<file path="src/design/lbc_pkg.sv">
// constants and types shared by the brightness path
`default_nettype none
package lbc_pkg;

  localparam int unsigned CLK_KHZ = 250000;

  // register offsets
  localparam logic [7:0] ADDR_BRIGHT_CTRL = 8'h11;
  localparam logic [7:0] ADDR_PWM_CFG = 8'h12;
  localparam logic [7:0] ADDR_BOOST_CTRL = 8'h13;
  localparam logic [7:0] ADDR_BRIGHT_LOW = 8'h18;
  localparam logic [7:0] ADDR_BRIGHT_HIGH = 8'h19;
  localparam logic [7:0] ADDR_STATUS = 8'h1B;

  // field positions
  localparam int unsigned MODE_LSB = 5;
  localparam int unsigned RAMP_LSB = 1;
  localparam int unsigned RATE_LSB = 6;
  localparam int unsigned HYST_LSB = 2;
  localparam int unsigned FREQ_BIT = 5;
  localparam int unsigned SHIFT_BIT = 6;
  localparam int unsigned LOW_BITS = 3;

  // reset values
  localparam logic [7:0] RST_BRIGHT_CTRL = 8'h00;
  localparam logic [7:0] RST_PWM_CFG = 8'h00;
  localparam logic [7:0] RST_BOOST_CTRL = 8'h00;
  localparam logic [7:0] RST_BRIGHT_LOW = 8'h00;
  localparam logic [7:0] RST_BRIGHT_HIGH = 8'h00;

  localparam logic [10:0] FULL_DUTY = 11'h7FF;

  // pwm sample rates and timeouts
  localparam int unsigned RATE0_KHZ = 800;
  localparam int unsigned RATE1_KHZ = 4000;
  localparam int unsigned RATE2_KHZ = 24000;
  localparam int unsigned DIV0 = CLK_KHZ / RATE0_KHZ;
  localparam int unsigned DIV1 = CLK_KHZ / RATE1_KHZ;
  localparam int unsigned DIV2 = CLK_KHZ / RATE2_KHZ;
  localparam int unsigned TO0_US = 25000;
  localparam int unsigned TO1_US = 3000;
  localparam int unsigned TO2_US = 600;
  localparam int unsigned TO0_CYC = TO0_US * (CLK_KHZ / 1000);
  localparam int unsigned TO1_CYC = TO1_US * (CLK_KHZ / 1000);
  localparam int unsigned TO2_CYC = TO2_US * (CLK_KHZ / 1000);

  // ramp time per step in microseconds, selected by a 3 bit field
  localparam int unsigned RAMP_US [8] = '{1, 2, 4, 8, 16, 64, 256, 1000};

  // boost switching frequency
  localparam int unsigned FREQ_LO_KHZ = 500;
  localparam int unsigned FREQ_HI_KHZ = 1000;
  localparam int unsigned SHIFT_PCT = 12;
  localparam int unsigned FREQ_LO_SH_KHZ =
    FREQ_LO_KHZ * (100 - SHIFT_PCT) / 100;
  localparam int unsigned FREQ_HI_SH_KHZ =
    FREQ_HI_KHZ * (100 - SHIFT_PCT) / 100;

  typedef enum logic [1:0] {
    MODE_REG = 2'h0,
    MODE_PWM = 2'h1,
    MODE_MUL_RAMP = 2'h2,
    MODE_RAMP_MUL = 2'h3
  } lbc_mode_t;

  typedef enum logic [2:0] {
    DV_IDLE = 3'h1,
    DV_RUN = 3'h2,
    DV_DONE = 3'h4
  } lbc_div_t;

endpackage : lbc_pkg
`default_nettype wire

</file>
<file path="src/design/lbc_brightness_path.sv">
// brightness path: registers, pwm duty meter, ramper, boost controls
// What this block does
// - pwm timeout with pwm enabled turns boost off
// - timeout 25ms, 3ms, 0.6ms by sample rate
// - eight selectable ramp times per step
// - ramp lasts step time times (B-A-1)
// - fastest ramp moves min to max near 2ms
// - two bit field picks one of four modes
// - mode 00 uses registers only, pwm ignored
// - code is 3 low bits plus high byte
// - code commits only on high byte write
// - mode 00 ramps between register set-points
// - mode 01 ramps toward measured pwm duty code
// - mode 10 ramps toward register times duty
// - mode 11 ramps register code, then multiplies duty
// - boost control bit 5 picks 500kHz or 1MHz
// - boost control bit 6 lowers frequency 12%
// - pwm config bits 7:6 pick sample rate
// - hysteresis needs 2^n codes after reversal, 64 codes for n=7
`timescale 1ns/10ps
`default_nettype none
module lbc_brightness_path #(
  parameter int unsigned TO_CYC0 = lbc_pkg::TO0_CYC,
  parameter int unsigned TO_CYC1 = lbc_pkg::TO1_CYC,
  parameter int unsigned TO_CYC2 = lbc_pkg::TO2_CYC,
  parameter int unsigned RAMP_STEP_CYC [8] = '{
    lbc_pkg::RAMP_US[0] * (lbc_pkg::CLK_KHZ / 1000),
    lbc_pkg::RAMP_US[1] * (lbc_pkg::CLK_KHZ / 1000),
    lbc_pkg::RAMP_US[2] * (lbc_pkg::CLK_KHZ / 1000),
    lbc_pkg::RAMP_US[3] * (lbc_pkg::CLK_KHZ / 1000),
    lbc_pkg::RAMP_US[4] * (lbc_pkg::CLK_KHZ / 1000),
    lbc_pkg::RAMP_US[5] * (lbc_pkg::CLK_KHZ / 1000),
    lbc_pkg::RAMP_US[6] * (lbc_pkg::CLK_KHZ / 1000),
    lbc_pkg::RAMP_US[7] * (lbc_pkg::CLK_KHZ / 1000)}
) (
  input wire logic CLOCK,
  input wire logic RST_N,
  input wire logic CE,
  input wire logic PWM_IN,
  input wire logic REG_WR,
  input wire logic [7:0] REG_ADDR,
  input wire logic [7:0] REG_WDATA,
  output logic [7:0] REG_RDATA,
  output logic [10:0] BRIGHTNESS_CODE,
  output logic BOOST_ON,
  output logic [9:0] BOOST_FREQ_KHZ
);
  import lbc_pkg::*;

  // scale a code by a duty fraction, full duty passes it unchanged
  function automatic logic [10:0] scale_code(input logic [10:0] c,
                                             input logic [10:0] d);
    logic [21:0] p;
    p = c * d;
    scale_code = (d == FULL_DUTY) ? c : p[21:11];
  endfunction : scale_code

  // sample rate field to rate index, 1X both mean the fastest rate
  function automatic logic [1:0] rate_idx(input logic [1:0] f);
    rate_idx = f[1] ? 2'h2 : {1'b0, f[0]};
  endfunction : rate_idx

  ////////////////////////////////////////////////////////////////////////
  logic [7:0] ctrl_r, ctrl_nxt, cfg_r, cfg_nxt, boost_r, boost_nxt;
  logic [7:0] low_r, low_nxt, high_r, high_nxt, rdata_r, rdata_nxt;
  logic [10:0] reg_code_r, reg_code_nxt;
  logic [8:0] div_cnt_r, div_cnt_nxt, div_lim;
  logic pwm_last_r, pwm_last_nxt, seen_r, seen_nxt, tick, meas_go;
  logic [15:0] high_cnt_r, high_cnt_nxt, per_cnt_r, per_cnt_nxt;
  logic [22:0] to_cnt_r, to_cnt_nxt, to_lim;
  logic timeout_r, timeout_nxt;
  lbc_div_t st_r, st_nxt;
  logic [15:0] den_r, den_nxt;
  logic [16:0] rem_r, rem_nxt, rem2;
  logic [10:0] q_r, q_nxt, duty_r, duty_nxt, tgt, ramp_r, ramp_nxt;
  logic [3:0] bit_r, bit_nxt;
  logic [11:0] thr;
  logic dir_up_r, dir_up_nxt, ramping;
  logic [19:0] tmr_r, tmr_nxt, step_cyc;
  logic [10:0] code_r, code_nxt;
  logic boost_on_r, boost_on_nxt;
  logic [9:0] freq_r, freq_nxt;
  lbc_mode_t mode;
  logic pwm_en;
  logic [2:0] hyst;

  assign mode = lbc_mode_t'(ctrl_r[MODE_LSB +: 2]);
  assign pwm_en = (mode != MODE_REG);
  assign hyst = cfg_r[HYST_LSB +: 3];
  assign step_cyc = 20'(RAMP_STEP_CYC[ctrl_r[RAMP_LSB +: 3]]);

  ////////////////////////////////////////////////////////////////////////
  // register writes and registered read data
  always_comb begin
    ctrl_nxt = ctrl_r;
    cfg_nxt = cfg_r;
    boost_nxt = boost_r;
    low_nxt = low_r;
    high_nxt = high_r;
    reg_code_nxt = reg_code_r;
    if (REG_WR) begin
      unique case (REG_ADDR)
        ADDR_BRIGHT_CTRL: ctrl_nxt = REG_WDATA;
        ADDR_PWM_CFG: cfg_nxt = REG_WDATA;
        ADDR_BOOST_CTRL: boost_nxt = REG_WDATA;
        ADDR_BRIGHT_LOW: low_nxt = REG_WDATA; // held, no effect yet
        ADDR_BRIGHT_HIGH: begin
          high_nxt = REG_WDATA;
          reg_code_nxt = {REG_WDATA, low_r[LOW_BITS-1:0]};
        end
        default: ;
      endcase
    end
    unique case (REG_ADDR)
      ADDR_BRIGHT_CTRL: rdata_nxt = ctrl_r;
      ADDR_PWM_CFG: rdata_nxt = cfg_r;
      ADDR_BOOST_CTRL: rdata_nxt = boost_r;
      ADDR_BRIGHT_LOW: rdata_nxt = low_r;
      ADDR_BRIGHT_HIGH: rdata_nxt = high_r;
      ADDR_STATUS: rdata_nxt = {6'h00, ramping, timeout_r};
      default: rdata_nxt = 8'h00;
    endcase
  end

  always_ff @(posedge CLOCK or negedge RST_N) begin
    if (!RST_N) begin
      ctrl_r <= RST_BRIGHT_CTRL;
      cfg_r <= RST_PWM_CFG;
      boost_r <= RST_BOOST_CTRL;
      low_r <= RST_BRIGHT_LOW;
      high_r <= RST_BRIGHT_HIGH;
      reg_code_r <= 11'h000;
      rdata_r <= 8'h00;
    end else if (CE) begin
      ctrl_r <= ctrl_nxt;
      cfg_r <= cfg_nxt;
      boost_r <= boost_nxt;
      low_r <= low_nxt;
      high_r <= high_nxt;
      reg_code_r <= reg_code_nxt;
      rdata_r <= rdata_nxt;
    end
  end

  ////////////////////////////////////////////////////////////////////////
  // pwm sampler, period and high-time counters, timeout
  always_comb begin
    unique case (rate_idx(cfg_r[RATE_LSB +: 2]))
      2'h0: begin
        div_lim = 9'(DIV0);
        to_lim = 23'(TO_CYC0);
      end
      2'h1: begin
        div_lim = 9'(DIV1);
        to_lim = 23'(TO_CYC1);
      end
      default: begin
        div_lim = 9'(DIV2);
        to_lim = 23'(TO_CYC2);
      end
    endcase
    tick = (div_cnt_r >= div_lim - 9'h001);
    div_cnt_nxt = tick ? 9'h000 : div_cnt_r + 9'h001;
    pwm_last_nxt = pwm_last_r;
    high_cnt_nxt = high_cnt_r;
    per_cnt_nxt = per_cnt_r;
    seen_nxt = seen_r;
    meas_go = 1'b0;
    if (tick) begin
      pwm_last_nxt = PWM_IN;
      if (PWM_IN && !pwm_last_r) begin
        meas_go = seen_r && pwm_en;
        seen_nxt = 1'b1;
        high_cnt_nxt = 16'h0001;
        per_cnt_nxt = 16'h0001;
      end else begin
        if (per_cnt_r != 16'hFFFF) per_cnt_nxt = per_cnt_r + 16'h0001;
        if (PWM_IN && high_cnt_r != 16'hFFFF)
          high_cnt_nxt = high_cnt_r + 16'h0001;
      end
    end
    to_cnt_nxt = to_cnt_r;
    timeout_nxt = timeout_r;
    if (!pwm_en || (tick && PWM_IN)) begin
      to_cnt_nxt = 23'h000000;
      timeout_nxt = 1'b0;
    end else if (to_cnt_r >= to_lim - 23'h000001) begin
      timeout_nxt = 1'b1;
    end else begin
      to_cnt_nxt = to_cnt_r + 23'h000001;
    end
  end

  always_ff @(posedge CLOCK or negedge RST_N) begin
    if (!RST_N) begin
      div_cnt_r <= 9'h000;
      pwm_last_r <= 1'b0;
      seen_r <= 1'b0;
      high_cnt_r <= 16'h0000;
      per_cnt_r <= 16'h0000;
      to_cnt_r <= 23'h000000;
      timeout_r <= 1'b0;
    end else if (CE) begin
      div_cnt_r <= div_cnt_nxt;
      pwm_last_r <= pwm_last_nxt;
      seen_r <= seen_nxt;
      high_cnt_r <= high_cnt_nxt;
      per_cnt_r <= per_cnt_nxt;
      to_cnt_r <= to_cnt_nxt;
      timeout_r <= timeout_nxt;
    end
  end

  ////////////////////////////////////////////////////////////////////////
  // duty divider: high time over period, 11 bit fraction
  always_comb begin
    st_nxt = st_r;
    den_nxt = den_r;
    rem_nxt = rem_r;
    q_nxt = q_r;
    bit_nxt = bit_r;
    rem2 = {rem_r[15:0], 1'b0};
    unique case (st_r)
      DV_IDLE: if (meas_go) begin
        den_nxt = per_cnt_r;
        rem_nxt = {1'b0, high_cnt_r};
        q_nxt = 11'h000;
        bit_nxt = 4'h0;
        if (high_cnt_r >= per_cnt_r) begin
          q_nxt = FULL_DUTY;
          st_nxt = DV_DONE;
        end else begin
          st_nxt = DV_RUN;
        end
      end
      DV_RUN: begin
        if (rem2 >= {1'b0, den_r}) begin
          rem_nxt = rem2 - {1'b0, den_r};
          q_nxt = {q_r[9:0], 1'b1};
        end else begin
          rem_nxt = rem2;
          q_nxt = {q_r[9:0], 1'b0};
        end
        bit_nxt = bit_r + 4'h1;
        if (bit_r == 4'hA) st_nxt = DV_DONE;
      end
      DV_DONE: st_nxt = DV_IDLE;
      default: st_nxt = DV_IDLE;
    endcase
  end

  always_ff @(posedge CLOCK or negedge RST_N) begin
    if (!RST_N) begin
      st_r <= DV_IDLE;
      den_r <= 16'h0000;
      rem_r <= 17'h00000;
      q_r <= 11'h000;
      bit_r <= 4'h0;
    end else if (CE) begin
      st_r <= st_nxt;
      den_r <= den_nxt;
      rem_r <= rem_nxt;
      q_r <= q_nxt;
      bit_r <= bit_nxt;
    end
  end

  ////////////////////////////////////////////////////////////////////////
  // duty hysteresis: a reversal must reach the threshold first
  always_comb begin
    duty_nxt = duty_r;
    dir_up_nxt = dir_up_r;
    thr = 12'h001 << ((hyst == 3'h7) ? 3'h6 : hyst);
    if (st_r == DV_DONE) begin
      if (q_r > duty_r) begin
        if (dir_up_r || {1'b0, q_r - duty_r} >= thr) begin
          duty_nxt = q_r;
          dir_up_nxt = 1'b1;
        end
      end else if (q_r < duty_r) begin
        if (!dir_up_r || {1'b0, duty_r - q_r} >= thr) begin
          duty_nxt = q_r;
          dir_up_nxt = 1'b0;
        end
      end
    end
  end

  always_ff @(posedge CLOCK or negedge RST_N) begin
    if (!RST_N) begin
      duty_r <= 11'h000;
      dir_up_r <= 1'b1;
    end else if (CE) begin
      duty_r <= duty_nxt;
      dir_up_r <= dir_up_nxt;
    end
  end

  ////////////////////////////////////////////////////////////////////////
  // ramp target by mode and one-code-per-step ramper
  always_comb begin
    unique case (mode)
      MODE_REG: tgt = reg_code_r;
      MODE_PWM: tgt = duty_r;
      MODE_MUL_RAMP: tgt = scale_code(reg_code_r, duty_r);
      MODE_RAMP_MUL: tgt = reg_code_r;
    endcase
    ramping = (ramp_r != tgt);
    ramp_nxt = ramp_r;
    tmr_nxt = tmr_r;
    if (!ramping) begin
      tmr_nxt = 20'h00000;
    end else if (tmr_r == 20'h00000) begin
      // first step is immediate, so B-A steps span (B-A-1) periods
      ramp_nxt = (tgt > ramp_r) ? ramp_r + 11'h001 : ramp_r - 11'h001;
      tmr_nxt = step_cyc - 20'h00001;
    end else begin
      tmr_nxt = tmr_r - 20'h00001;
    end
  end

  always_ff @(posedge CLOCK or negedge RST_N) begin
    if (!RST_N) begin
      ramp_r <= 11'h000;
      tmr_r <= 20'h00000;
    end else if (CE) begin
      ramp_r <= ramp_nxt;
      tmr_r <= tmr_nxt;
    end
  end

  ////////////////////////////////////////////////////////////////////////
  // output code, boost enable and switching frequency
  always_comb begin
    code_nxt = (mode == MODE_RAMP_MUL) ? scale_code(ramp_r, duty_r)
                                       : ramp_r;
    boost_on_nxt = !(pwm_en && timeout_r);
    unique case ({boost_r[SHIFT_BIT], boost_r[FREQ_BIT]})
      2'h0: freq_nxt = 10'(FREQ_LO_KHZ);
      2'h1: freq_nxt = 10'(FREQ_HI_KHZ);
      2'h2: freq_nxt = 10'(FREQ_LO_SH_KHZ);
      2'h3: freq_nxt = 10'(FREQ_HI_SH_KHZ);
    endcase
  end

  always_ff @(posedge CLOCK or negedge RST_N) begin
    if (!RST_N) begin
      code_r <= 11'h000;
      boost_on_r <= 1'b1;
      freq_r <= 10'h000;
    end else if (CE) begin
      code_r <= code_nxt;
      boost_on_r <= boost_on_nxt;
      freq_r <= freq_nxt;
    end
  end

  assign BRIGHTNESS_CODE = code_r;
  assign BOOST_ON = boost_on_r;
  assign BOOST_FREQ_KHZ = freq_r;
  assign REG_RDATA = rdata_r;
endmodule : lbc_brightness_path
`default_nettype wire

</file>
<file path="config.mk">
export PLATFORM = sky130hd
export DESIGN_NAME = lbc_brightness_path
export DESIGN_NICKNAME = d
export VERILOG_FILES = /design/src/design/lbc_pkg.sv /design/src/design/lbc_brightness_path.sv
export SDC_FILE = /design/constraint.sdc
export NUM_CORES = 1
export LEC_CHECK = 0
export BUFFER_PORTS_ARGS = -buffer_cell sky130_fd_sc_hd__buf_2
export CORE_UTILIZATION = 55
export CTS_BUF_LIST = sky130_fd_sc_hd__clkbuf_16
export DETAILED_ROUTE_END_ITERATION = 12
export PLACE_DENSITY = 0.73
export RECOVER_POWER = 100
export SYNTH_ARGS = -nofsm -noshare
export SYNTH_HDL_FRONTEND = slang
export SYNTH_SLANG_ARGS = --single-unit
</file>
<file path="constraint.sdc">
create_clock -name CLOCK -period 18.2 [get_ports CLOCK]
set_input_delay 1.82 -clock CLOCK [delete_from_list [all_inputs] [get_ports CLOCK]]
set_output_delay 1.82 -clock CLOCK [all_outputs]
set_load 0.03 [all_outputs]
</file>
# Word-level counts from Yosys, hierarchy flattened
# Memory sizes are Yosys's and may differ from the RTL's.
# Index checks and enable logic that the tools add are counted.
[op_classes]
n_mul = 2
muxes = 47
shifts = 1
n_bitwise = 1
n_addsub = 14
eq_ne = 26
n_reduce_logical = 40
magnitude_cmp = 10
[op_table]
columns = ["op", "n"]
rows = [
  ["$mux 11", 10],
  ["$mux 16", 6],
  ["$mux 20", 4],
  ["$eq 8x5->1 const B", 6],
  ["$pmux 8 s6", 1],
  ["$mux 23", 2],
  ["$pmux 23 s2", 1],
  ["$mul 11x11->22", 2],
  ["$pmux 10 s4", 1],
  ["$sub 20x1->20 const B", 2],
  ["$reduce_and 3->1", 12],
  ["$pmux 11 s3", 1],
  ["$add 16x1->16 const B", 2],
  ["$ne 16x16->1 const B", 2],
  ["$pmux 16 s2", 1],
  ["$ge 11x12->1", 2],
  ["$add 23x1->23 const B", 1],
  ["$ge 23x23->1", 1],
  ["$sub 23x1->23 const B", 1],
  ["$gt 11x11->1", 2],
  ["$pmux 11 s2", 1],
  ["$sub 11x11->11", 2],
  ["$logic_not 20->1", 1],
  ["$pmux 9 s2", 1],
  ["38 further kinds", 76],
]
[word_totals]
inputBits = 21
output_inout_bits = 30
mem_count = 1
romBits = 256
reg_bits = 241
[memory_table]
columns = ["name", "words", "word_bits", "read_ports", "rd_ports_with_merged_regs", "wr", "line_no", "rtl"]
rows = [
  ["(name not given)", 8, 32, 1, 0, 0, "lbc_brightness_path.sv:90", "assign step_cyc = 20'(RAMP_STEP_CYC[ctrl_r[RAMP_LSB +: 3]]);"],
]

# Depth between registers and ports, before layout
# Gate-level depths: netlist of the first run.
[depth]
word_depth = 9
ltp_mapped = 38

# Worst setup path before layout of the first run
# Ideal clock, no wire load.
[synth_timing]
kind = "register to register"
from = "register duty_r[7]"
to = "register ramp_r[10]"
arrival_ps = 8138
path_slack_ps = 9938
path_stages_with_launch = 35
setup_time_ps = 124
t_required_ps = 18076
period_less_slack_ps = 8262
cell_sequence = "dfrtp_1 clkbuf_1 clkbuf_1 nand2_1 fa_1 fa_1 fa_1 inv_1 fa_1 inv_1 fa_1 inv_1 ha_1 o21ai_0 o21ai_0 a41oi_1 o31ai_1 a2111o_1 a31o_2 nor4b_1 nor3_1 ha_1 nand4_1 or3_1 clkbuf_1 nand2b_1 ha_1 a21o_1 a21oi_1 o21ai_0 o41ai_1 o21ai_0 xnor2_1 nor2_1 xnor2_1"
[synth_between]
elab_chain_len = 5
elab_cells_between_ends = 8
classes_between = "mul (1); order compare (1); eq/ne (2); mux (3); reduce/logical (1)"
[synth_rtl]
columns = ["item", "line_no", "rtl"]
rows = [
  ["from (decl)", "lbc_brightness_path.sv:75", "logic [10:0] q_r, q_nxt, duty_r, duty_nxt, tgt, ramp_r, ramp_nxt;"],
  ["from (signal assigned)", "lbc_brightness_path.sv:294", "duty_r <= duty_nxt;"],
  ["$mul 11x11->22 or $eq 11x11->1 (tied branches)", "lbc_brightness_path.sv:54, lbc_brightness_path.sv:55", ""],
  ["$mux 11", "lbc_brightness_path.sv:55", "scale_code = (d == FULL_DUTY) ? c : p[21:11];"],
  ["$pmux 11 s3 (*)", "lbc_brightness_path.sv:302", "unique case (mode)"],
  ["$gt 11x11->1 or $ne 11x11->1 (tied branches)", "lbc_brightness_path.sv:315, lbc_brightness_path.sv:308", ""],
  ["$mux 11 or $reduce_and 3->1 (tied branches)", "n/a", ""],
  ["to (signal assigned)", "lbc_brightness_path.sv:327", "ramp_r <= ramp_nxt;"],
  ["to (decl)", "lbc_brightness_path.sv:75", ""],
]
# Every way passes the cells marked *; elsewhere a longest branch is shown, timed or not.
# A chain may end at the register's enable or synchronous reset.

==> impl_metrics.csv, run 1 <==
group,metric,value,unit
worst_setup_path,worstRegToRegCells,31,
clock_tree,post_cts_buffers,0,
clock_tree,clkTransAtPathRegs,0.06,ns
logic_synthesis,synth_area_leader_cell,"dfrtp_1",
worst_setup_path,path_delay_family,"buffers and inverters",
layout,drive_gt1_frac,0.05939,
logic_synthesis,synth.top_cell.area_share,0.2532,
power_and_ir_drop,vdd_drop_max,0.00007603,V
worst_setup_path,r2r_setup_slack,8.89,ns
layout,num-nets-final,2898,
floorplanning,die_h,204.0,um
logic_synthesis,synth-seq-cells,230,
logic_synthesis,ys_dominant_reg_cell,"dfrtp_1",
detailed_routing,routed_via_density,6.013,
logic_synthesis,synth_edf_count,0,
worst_setup_path,crit_fanout,108,
floorplanning,row_count,73,
floorplanning,start_util,0.5609,
sta,finalCriticalPeriod,11.09,ns
grt,antenna_found_initial,0,
worst_setup_path,slowest_delay,3.99,ns
grt,grt_pass1_vias,18580,
logic_synthesis,syn_inst,2492,
sta,rsz0062_at_grt,"false",
sta,fmax,90.21,MHz
detailed_routing,ant_nets,0,
logic_synthesis,ys_top_cells_by_area,"dfrtp_1 25%, fa_1 14%, ha_1 13%, inv_1 4.8%, nand2_1 4.5%",
worst_setup_path,critPathLaunchType,"primary input",
min_path,min_path_type,"register to register",
logic_synthesis,netlist_area,0.02244,mm2
min_path,whs_path_depth,2,
clock_tree,cts_tree,"yes",
floorplanning,io_pins,51,
min_path,hold_end,"st_r[0]",
worst_setup_path,worstPathCellList,"clkbuf_1 > clkbuf_1 > clkbuf_1",
clock_tree,cts_sinks,230,
sta,setup_viol_count_final,0,
sta,worst_slew_pin_slew,5.813,ns
worst_setup_path,required,18.04,ns
sta,hold_violations,0,
worst_setup_path,r2r_end,"ramp_r[10]",
worst_setup_path,endpoint_kind,"async pin",
sta,finalMaxSlewViolations,433,
clock_tree,numCtsBuffers,26,
floorplanning,die_x,204.0,um
worst_setup_path,critPathKind,"primary input to async pin",
power_and_ir_drop,power_density,96.56,mW/mm2
worst_setup_path,slowest_stage,"clkbuf_1",
place,port_buffers,48,
detailed_routing,post-route-drc-count,0,
clock_tree,cts_root_buf,"clkbuf_16",
sta,skew,0.01280,ns
sta,tns,0,ns
detailed_routing,wl_per_cell,18.30,um
clock_tree,htree_levels,1,
layout,layout.cells.non_filler,3017,
grt,grt_first_pass_wirelength,93300,um
sta,slew_headroom,-2.875,
sta,hold_ws,0.4845,ns
power_and_ir_drop,leakagePower,11.64,nW
logic_synthesis,postSynth.asyncResetShare,1.000,
place,placed_area,0.02301,mm2
logic_synthesis,synth_seq_area_share,0.2567,
place,dp.cells,2970,
power_and_ir_drop,power,2.289,mW
clock_tree,cts_hold_buffers,0,
floorplanning,core,0.04001,mm2
min_path,hp-start,"st_r[0]",
worst_setup_path,r2r_start,"duty_r[2]",
sta,period_share,0.6091,
flow_run,drv_cap,11,
floorplanning,dieArea,0.04161,mm2
place,gp_congestion,0.8950,
worst_setup_path,cp_common_cell,"clkbuf_1",
detailed_routing,routed_wl,55210,um
grt,gr-usage-all-layers,0.2779,
layout,diodes,0,
detailed_routing,drt-pass1-iter-count,5,
worst_setup_path,cp.buffers_inverters,3,
logic_synthesis,synth_most_common_cell,"inv_1",
logic_synthesis,ys_types,93,
logic_synthesis,postSynthAreaPerCell,9.004,um2
detailed_routing,drt_iter0_markers,1345,
worst_setup_path,worst_ep_arrival_time,10.92,ns
detailed_routing,num_vias,18140,
logic_synthesis,yosys-top-cells-count,"287 x inv_1, 271 x nand2_1, 242 x ha_1, 227 x dfrtp_1, 177 x nor2_1",
outcome,failed_checks,"max-capacitance violations, max-slew violations",
place,place_hpwl,40840,um
layout,area_delta_synth_final,5.654,%
clock_tree,cts_resized,0,
clock_tree,clockBufferDepth,3,
layout,stdcell_area,0.02371,mm2
clock_tree,insertion_delay,0.58,ns
grt,grt_max_degree,109,
outcome,status,"finished with violations",
grt,overflow,0,
logic_synthesis,yosysWarnings,0,
==> cell families (layout without fill, tap and decap cells) <==
family	after synthesis	count (layout)	share of synthesized area
compound gates	467	467	0.1382
xor+xnor	105	105	0.04099
fa+ha+maj	404	404	0.2795
buf+inv	409	407	0.07115
flops	230	230	0.2567
mux	81	81	0.03959
other cells	2	4	0.0003347
simple gates	794	794	0.1736
==> sequential cells by signal, summed over array words and instances, names as in the netlist, 11 cells and up <==
register / count
den_r: 16
duty_r: 11
BRIGHTNESS_CODE: 11
per_cnt_r: 16
tmr_r: 20
high_cnt_r: 16
rem_r: 16
q_r: 11
ramp_r: 11
to_cnt_r: 23
==> final cells by class <==
type	instances	area [um2]
multi-input combinational	1855	15040
sequential	230	5759
clock inverter	21	195.2
timing repair buffer	67	309.0
tap	525	656.9
fill	3488	16300
inverter	293	1100
clock buffer	26	650.6
==> per-layer routing <==
layer | part of all wire | vias up | GRT usage
li1 | - | 8424 | -
met1 | 0.45 | 9028 | 0.3815
met2 | 0.46 | 581 | 0.4536
met3 | 0.069 | 107 | 0.04177
met4 | 0.025 | 0 | 0.08475
met5 | 0 | - | 0
==> report_power, final <==
group	internal [mW]	total, mW	leakage (nW)	switching, mW
sequential	0.613	0.720	2.92	0.107
combinational	0.441	1.04	8.28	0.597
clock	0.303	0.531	0.431	0.229
==> metrics by stage <==
stage | setup WS (ns) | utilization
after global placement | 9.243 | 0.5752
after global routing | 4.754 | 0.5926
final | 7.114 | 0.5926
after CTS | 8.950 | 0.5964
after floorplan | 9.938 | -
after detailed placement | 9.003 | 0.5752
==> worst max path at each step <==
| stage | startpoint | to | slack (ns) | cells after the start |
|---|---|---|---|---|
| floorplan | duty_r[7] | ramp_r[10] | 9.94 | 34 |
| global placement | duty_r[2] | ramp_r[10] | 9.24 | 31 |
| detailed placement | duty_r[2] | ramp_r[10] | 9.00 | 31 |
| CTS | duty_r[2] | ramp_r[10] | 8.95 | 31 |
| global route | RST_N | BRIGHTNESS_CODE[3] | 4.75 | 3 |
| finish | RST_N | BRIGHTNESS_CODE[3] | 7.11 | 3 |
==> placed cells by master (no fill, tap or decap), types with 8 or more instances in the layout <==
cell type | netlist | routed
and4_1 | 12 | 12
o221a_2 | 11 | 11
nor4_1 | 16 | 18
fa_1 | 162 | 162
and3_1 | 29 | 29
or2_2 | 10 | 9
and2_1 | 82 | 81
mux2_2 | 42 | 41
ha_1 | 242 | 242
buf_4 | 4 | 9
a211oi_1 | 13 | 13
clkinv_1 | 3 | 8
nand3_1 | 47 | 48
a31oi_1 | 14 | 14
nor3_1 | 34 | 35
a21oi_1 | 122 | 122
nor2b_1 | 20 | 20
clkbuf_16 | 0 | 26
nor2_1 | 177 | 177
nand4_1 | 38 | 38
a22oi_1 | 23 | 23
nand2b_1 | 16 | 16
dfrtp_1 | 227 | 227
inv_1 | 287 | 295
o22ai_1 | 10 | 10
o21a_1 | 10 | 10
xor2_1 | 30 | 30
a21o_1 | 40 | 40
clkbuf_1 | 94 | 39
o21ai_0 | 117 | 118
mux2i_1 | 37 | 37
o211ai_1 | 9 | 9
buf_2 | 10 | 19
or3_1 | 8 | 8
o2bb2ai_1 | 11 | 11
nand2_1 | 271 | 271
xnor2_1 | 75 | 75
o21bai_1 | 8 | 8
o31ai_1 | 10 | 10
==> tightest hold or removal path, stage by stage, from the launching register on <==
cell and delay (ns):
dfstp_2 0.38, nand2_1 0.06, nand2_1 0.04
Power figures use the tool's default switching activity.
==> run 2: changes to the inputs <==
PLACE_DENSITY = 0.76   (was 0.73)
clock period = 9.6 ns   (was 18.2 ns; I/O delays follow)
==> run 2 against run 1 <==
  * The run still ends with max-capacitance violations, max-slew violations left
  * Count of clock-buffer cells in the layout grew 1
  * Power increased by 95%
  * Critical path depth rose by 31
  * Die area is the same
  * Sequential share of layout area down 0.15 points
  * First-iteration DRC count shrank 2.5%
  * Non-clock buffer count grew 4
  * Critical path type is now register to register
  * Critical endpoint is now ramp_r[10]
==> impl_metrics.csv, run 2 (synthesized netlist as in run 1, its figures left out) <==
group,metric,value,unit
detailed_routing,routed_wl,56140,um
layout,stdcell_area,0.02387,mm2
sta,hold_violations,0,
layout,largest_register,"to_cnt_r",
place,placed_area,0.02304,mm2
clock_tree,clockBufferDepth,3,
detailed_routing,num_vias,18220,
sta,tns,0,ns
worst_setup_path,worst_ep_arrival_time,9.31,ns
floorplanning,row_count,73,
layout,layout_common_cells,"289 x inv_1, 271 x nand2_1, 242 x ha_1",
outcome,status,"finished with violations",
floorplanning,die_h,204.0,um
grt,overflow,0,
worst_setup_path,required,10.05,ns
sta,finalCriticalPeriod,8.858,ns
sta,rsz0062_at_grt,"false",
clock_tree,clkTransAtPathRegs,0.06,ns
worst_setup_path,critPathKind,"register to register",
power_and_ir_drop,leakagePower,11.70,nW
sta,period_share,0.9227,
detailed_routing,drt-pass1-iter-count,5,
floorplanning,core,0.04001,mm2
sta,skew,0.01597,ns
place,gp_congestion,0.9218,
grt,grt_first_pass_wirelength,94270,um
floorplanning,die_x,204.0,um
sta,fmax,112.9,MHz
sta,finalMaxSlewViolations,460,
detailed_routing,wl_per_cell,18.56,um
layout,area_delta_synth_final,6.379,%
detailed_routing,ant_nets,0,
flow_run,drv_cap,12,
clock_tree,htree_levels,1,
grt,gr-usage-all-layers,0.2799,
floorplanning,io_pins,51,
layout,num-nets-final,2903,
worst_setup_path,crit_fanout,13,
layout,nFillCells,3497,
clock_tree,cts_root_buf,"clkbuf_16",
clock_tree,cts_tree,"yes",
grt,grt_max_degree,103,
floorplanning,start_util,0.5609,
sta,setup_viol_count_final,0,
place,port_buffers,48,
place,place_hpwl,42050,um
clock_tree,insertion_delay,0.57,ns
layout,top_regs,"to_cnt_r: 23 flops, tmr_r: 20 flops",
grt,antenna_found_initial,3,
worst_setup_path,critPathLaunchType,"register",
power_and_ir_drop,power_density,186.9,mW/mm2
detailed_routing,post-route-drc-count,0,
grt,grt_pass1_vias,18880,
min_path,min_path_type,"register to register",
clock_tree,cts_sinks,230,
worst_setup_path,cp_common_cell,"fa_1",
layout,multi_input_area,0.01505,mm2
layout,final_common_cell,"inv_1",
detailed_routing,drt_iter0_markers,1311,
sta,slew_headroom,-2.723,
layout,ff_latch_area,0.005763,mm2
worst_setup_path,slowest_delay,0.71,ns
detailed_routing,routed_via_density,6.022,
power_and_ir_drop,vdd_drop_max,0.0002296,V
layout,drive_gt1_frac,0.06685,
outcome,failed_checks,"max-capacitance violations, max-slew violations",
worst_setup_path,endpoint_kind,"register",
floorplanning,dieArea,0.04161,mm2
sta,worst_slew_pin_slew,5.584,ns
clock_tree,numCtsBuffers,27,
clock_tree,post_cts_buffers,0,
worst_setup_path,slowest_stage,"dfrtp_1",
layout,largest_reg_flops,23,
run 2: final timing paths:
kind | startpoint | end | slack [ns] | cells after the start
max in group asynchronous | RST_N | q_r[2] | 1.87 | 2
setup / recovery | reg_code_r[1] | ramp_r[10] | 0.74 | 34
min in group asynchronous | RST_N | to_cnt_r[16] | 2.44 | 1
hold / removal | BOOST_FREQ_KHZ[8] | BOOST_FREQ_KHZ[8] | 0.50 | 1
setup reg to reg | reg_code_r[1] | ramp_r[10] | 0.74 | 34
hold reg to reg | BOOST_FREQ_KHZ[8] | BOOST_FREQ_KHZ[8] | 0.50 | 1
run 2: layer usage:
metal / share of wire / GRT usage / vias up
li1: - / - / 8437
met1: 0.44 / 0.3781 / 9042
met2: 0.47 / 0.4642 / 621
met3: 0.063 / 0.03827 / 116
met4: 0.031 / 0.09195 / 2
met5: 0.00023 / 0 / -
run 2: through the flow:
stage / utilization / total power [mW] / worst slack, ns / hold slack [ns] / std cells
global placement: 0.5760 / 3.285 / 0.8814 / 0.4657 / 2974
detailed placement: 0.5760 / 3.357 / 0.6855 / 0.4728 / 2974
CTS: 0.5999 / 4.498 / 0.6289 / 0.4767 / 3023
floorplan: - / 2.893 / 1.338 / 0.4097 / 2494
finish: 0.5966 / 4.461 / 0.7421 / 0.4960 / 3025
global route: 0.5965 / 4.817 / 0.1335 / 0.5034 / 3023
run 2: power by group:
part           internal (mW)  switching, mW
sequential              1.16          0.204
clock                  0.677          0.442
combinational          0.838           1.14
total                   2.68           1.78
run 2: area by class of cell:
class | instances | area share
Multi-Input combinational cell | 1855 | 0.6303
Tap cell | 525 | 0.02752
Timing Repair Buffer | 71 | 0.01436
Clock buffer | 27 | 0.02831
Clock inverter | 22 | 0.01174
Sequential cell | 230 | 0.2414
Antenna cell | 2 | 0.0002097
Inverter | 293 | 0.04608
run 2: what timing repair did:
action | 4_1_cts | 5_1_grt
endpoints found under the setup margin | 0 | 1
hold buffers | 0 | 0
gates resized for setup | 0 | 5
endpoints found under the hold margin | 0 | 0
run 2: critical path, delay by kind of cell, from the launching register on:
kind | cells | cell delay, ns
fa+ha+maj | 8 | 3.60
compound gates | 17 | 3.31
flops | 1 | 0.71
simple gates | 4 | 0.65
xor+xnor | 2 | 0.30
buf+inv | 3 | 0.16
==> run 3: changes to the inputs <==
PLACE_DENSITY = 0.73   (was 0.76)
clock period = 8.21 ns   (was 9.6 ns; I/O delays follow)
==> run 3 against run 2 <==
  * The run still ends with max-capacitance violations, max-slew violations left
  * Worst hold slack got worse by 0.029 ns
  * Worst setup slack got worse by 0.46 ns
  * Clock skew decreased by 0.0047 ns
  * Count of clock-buffer cells in the layout unchanged
  * Wire length increased by 2.1%
  * Global-route usage increased by 0.072 points
  * Power increased by 15%
  * Largest cell class unchanged
  * Sequential power increased by 17%
  * Die area unchanged
  * Via count increased by 0.68%
==> impl_metrics.csv, run 3 (synthesized netlist as in run 1, its figures left out) <==
group,metric,value,unit
worst_setup_path,critPathKind,"register to register",
sta,period_share,0.9661,
detailed_routing,routed_wl,57330,um
worst_setup_path,worst_ep_arrival_time,8.35,ns
grt,grt_pass1_vias,18410,
floorplanning,die_h,204.0,um
place,gp_congestion,0.9350,
sta,fmax,126.1,MHz
sta,slew_headroom,-3.006,
grt,grt_max_degree,111,
layout,area_delta_synth_final,7.896,%
worst_setup_path,endpoint_kind,"register",
power_and_ir_drop,power.share.clock,0.232,
clock_tree,cts_root_buf,"clkbuf_16",
power_and_ir_drop,leakagePower,11.89,nW
detailed_routing,routed_via_density,5.992,
sta,hold_ws,0.4669,ns
outcome,failed_checks,"max-capacitance violations, max-slew violations",
detailed_routing,post-route-drc-count,0,
clock_tree,htree_levels,1,
layout,largest_reg_flops,23,
clock_tree,cts_sinks,230,
grt,overflow,0,
sta,finalMaxSlewViolations,308,
detailed_routing,wl_per_cell,18.73,um
sta,skew,0.01131,ns
worst_setup_path,slowest_delay,0.57,ns
place,port_buffers,48,
worst_setup_path,slowest_stage,"fa_1",
floorplanning,die_x,204.0,um
grt,gr-usage-all-layers,0.2806,
clock_tree,clockBufferDepth,3,
power_and_ir_drop,p_sw,2.096,mW
layout,num-nets-final,2940,
worst_setup_path,cp_common_cell,"fa_1",
power_and_ir_drop,power_density,212.5,mW/mm2
layout,top_regs,"to_cnt_r: 23 flops, tmr_r: 20 flops",
detailed_routing,num_vias,18340,
sta,finalCriticalPeriod,7.932,ns
detailed_routing,ant_nets,0,
sta,tns,0,ns
floorplanning,row_count,73,
flow_run,drv_cap,9,
layout,largest_register,"to_cnt_r",
min_path,min_path_type,"register to register",
detailed_routing,drt-pass1-iter-count,5,
layout,layout_common_cells,"292 x inv_1, 271 x nand2_1, 241 x ha_1",
floorplanning,dieArea,0.04161,mm2
floorplanning,core,0.04001,mm2
clock_tree,cts_tree,"yes",
sta,fin_ws,0.2779,ns
grt,grt_first_pass_wirelength,94070,um
worst_setup_path,crit_fanout,4,
sta,setup_viol_count_final,0,
grt,antenna_found_initial,1,
power_and_ir_drop,vdd_drop_max,0.0001739,V
floorplanning,start_util,0.5609,
detailed_routing,drt_iter0_markers,1361,
layout,final_common_cell,"inv_1",
layout,nFillCells,3477,
worst_setup_path,required,8.63,ns
sta,worst_slew_pin_slew,6.009,ns
clock_tree,insertion_delay,0.57,ns
worst_setup_path,critPathLaunchType,"register",
clock_tree,clkTransAtPathRegs,0.06,ns
power_and_ir_drop,pwr-share-seq,0.310,
outcome,status,"finished with violations",
power_and_ir_drop,power_frac_comb,0.458,
sta,hold_violations,0,
floorplanning,io_pins,51,
place,place_ws,-0.3498,ns
place,place_hpwl,43310,um
power_and_ir_drop,sw_frac_of_total,0.4074,
power_and_ir_drop,internal_power,3.048,mW
clock_tree,numCtsBuffers,27,
layout,drive_gt1_frac,0.08836,
## run 3: cell count changes in the layout (fill, tap and decap cells not counted), sizes merged
cell | before | now
buf | 32 | 67
inv | 292 | 297
bufinv | 6 | 3
clkbuf | 66 | 68
clkinv | 15 | 13
diode | 2 | 1
## run 3: area by class of cell
| cell class | instances | area, um2 | share of cell area |
|---|---|---|---|
| well taps | 525 | 656.9 | 0.02713 |
| repair buffers | 108 | 618.1 | 0.02553 |
| inverters | 293 | 1100 | 0.04543 |
| clock inverters | 22 | 195.2 | 0.008062 |
| diodes | 1 | 2.502 | 0.0001034 |
| multi-input cells | 1855 | 15190 | 0.6273 |
| clock buffers | 27 | 675.6 | 0.02791 |
| flip-flops and latches | 230 | 5776 | 0.2386 |
## run 3: final timing paths
path | from | endpoint | slack [ns] | cells after the start
worst min register to register | timeout_r | BOOST_ON | 0.47 | 1
max in group asynchronous | RST_N | BRIGHTNESS_CODE[0] | 1.79 | 2
worst max-delay path | duty_r[4] | ramp_r[9] | 0.28 | 35
min in group asynchronous | RST_N | to_cnt_r[21] | 2.49 | 1
worst max register to register | duty_r[4] | ramp_r[9] | 0.28 | 35
worst min-delay path | timeout_r | BOOST_ON | 0.47 | 1
## run 3: metal layers
metal / part of all wire / track usage
met1: 0.44 / 0.3896
met2: 0.46 / 0.4531
met3: 0.068 / 0.03906
met4: 0.030 / 0.09035
met5: 0 / 0
## run 3: critical path, delay by kind of cell (launching register included)
kind,cells,cell delay (ns)
buf+inv,4,0.33
mux,1,0.20
flops,1,0.42
simple gates,3,0.45
fa+ha+maj,8,3.40
compound gates,19,2.98
## run 3: what timing repair did
action | in CTS | in global routing
gates resized for setup | 16 | 32
setup buffers | 1 | 9
pin swaps | 1 | 16
endpoints found under the setup margin | 4 | 4
hold buffers | 0 | 0
## run 3: power by group through the flow
stage	Sequential (mW)	Combinational [mW]	Clock, mW
CTS	1.59	2.36	1.21
global route	1.63	2.68	1.26
finish	1.60	2.36	1.19
global placement	1.59	2.26	0
floorplan	1.58	1.80	0
detailed placement	1.61	2.33	0
## run 3: metrics by stage
step | std cells | power, mW | utilization | area [um2]
after CTS | 3051 | 5.167 | 0.6044 | 24180
after floorplan | 2494 | 3.383 | - | 22450
after global placement | 3001 | 3.857 | 0.5811 | 23250
after global routing | 3061 | 5.570 | 0.6051 | 24210
after detailed placement | 3001 | 3.942 | 0.5811 | 23250
final | 3061 | 5.144 | 0.6051 | 24210
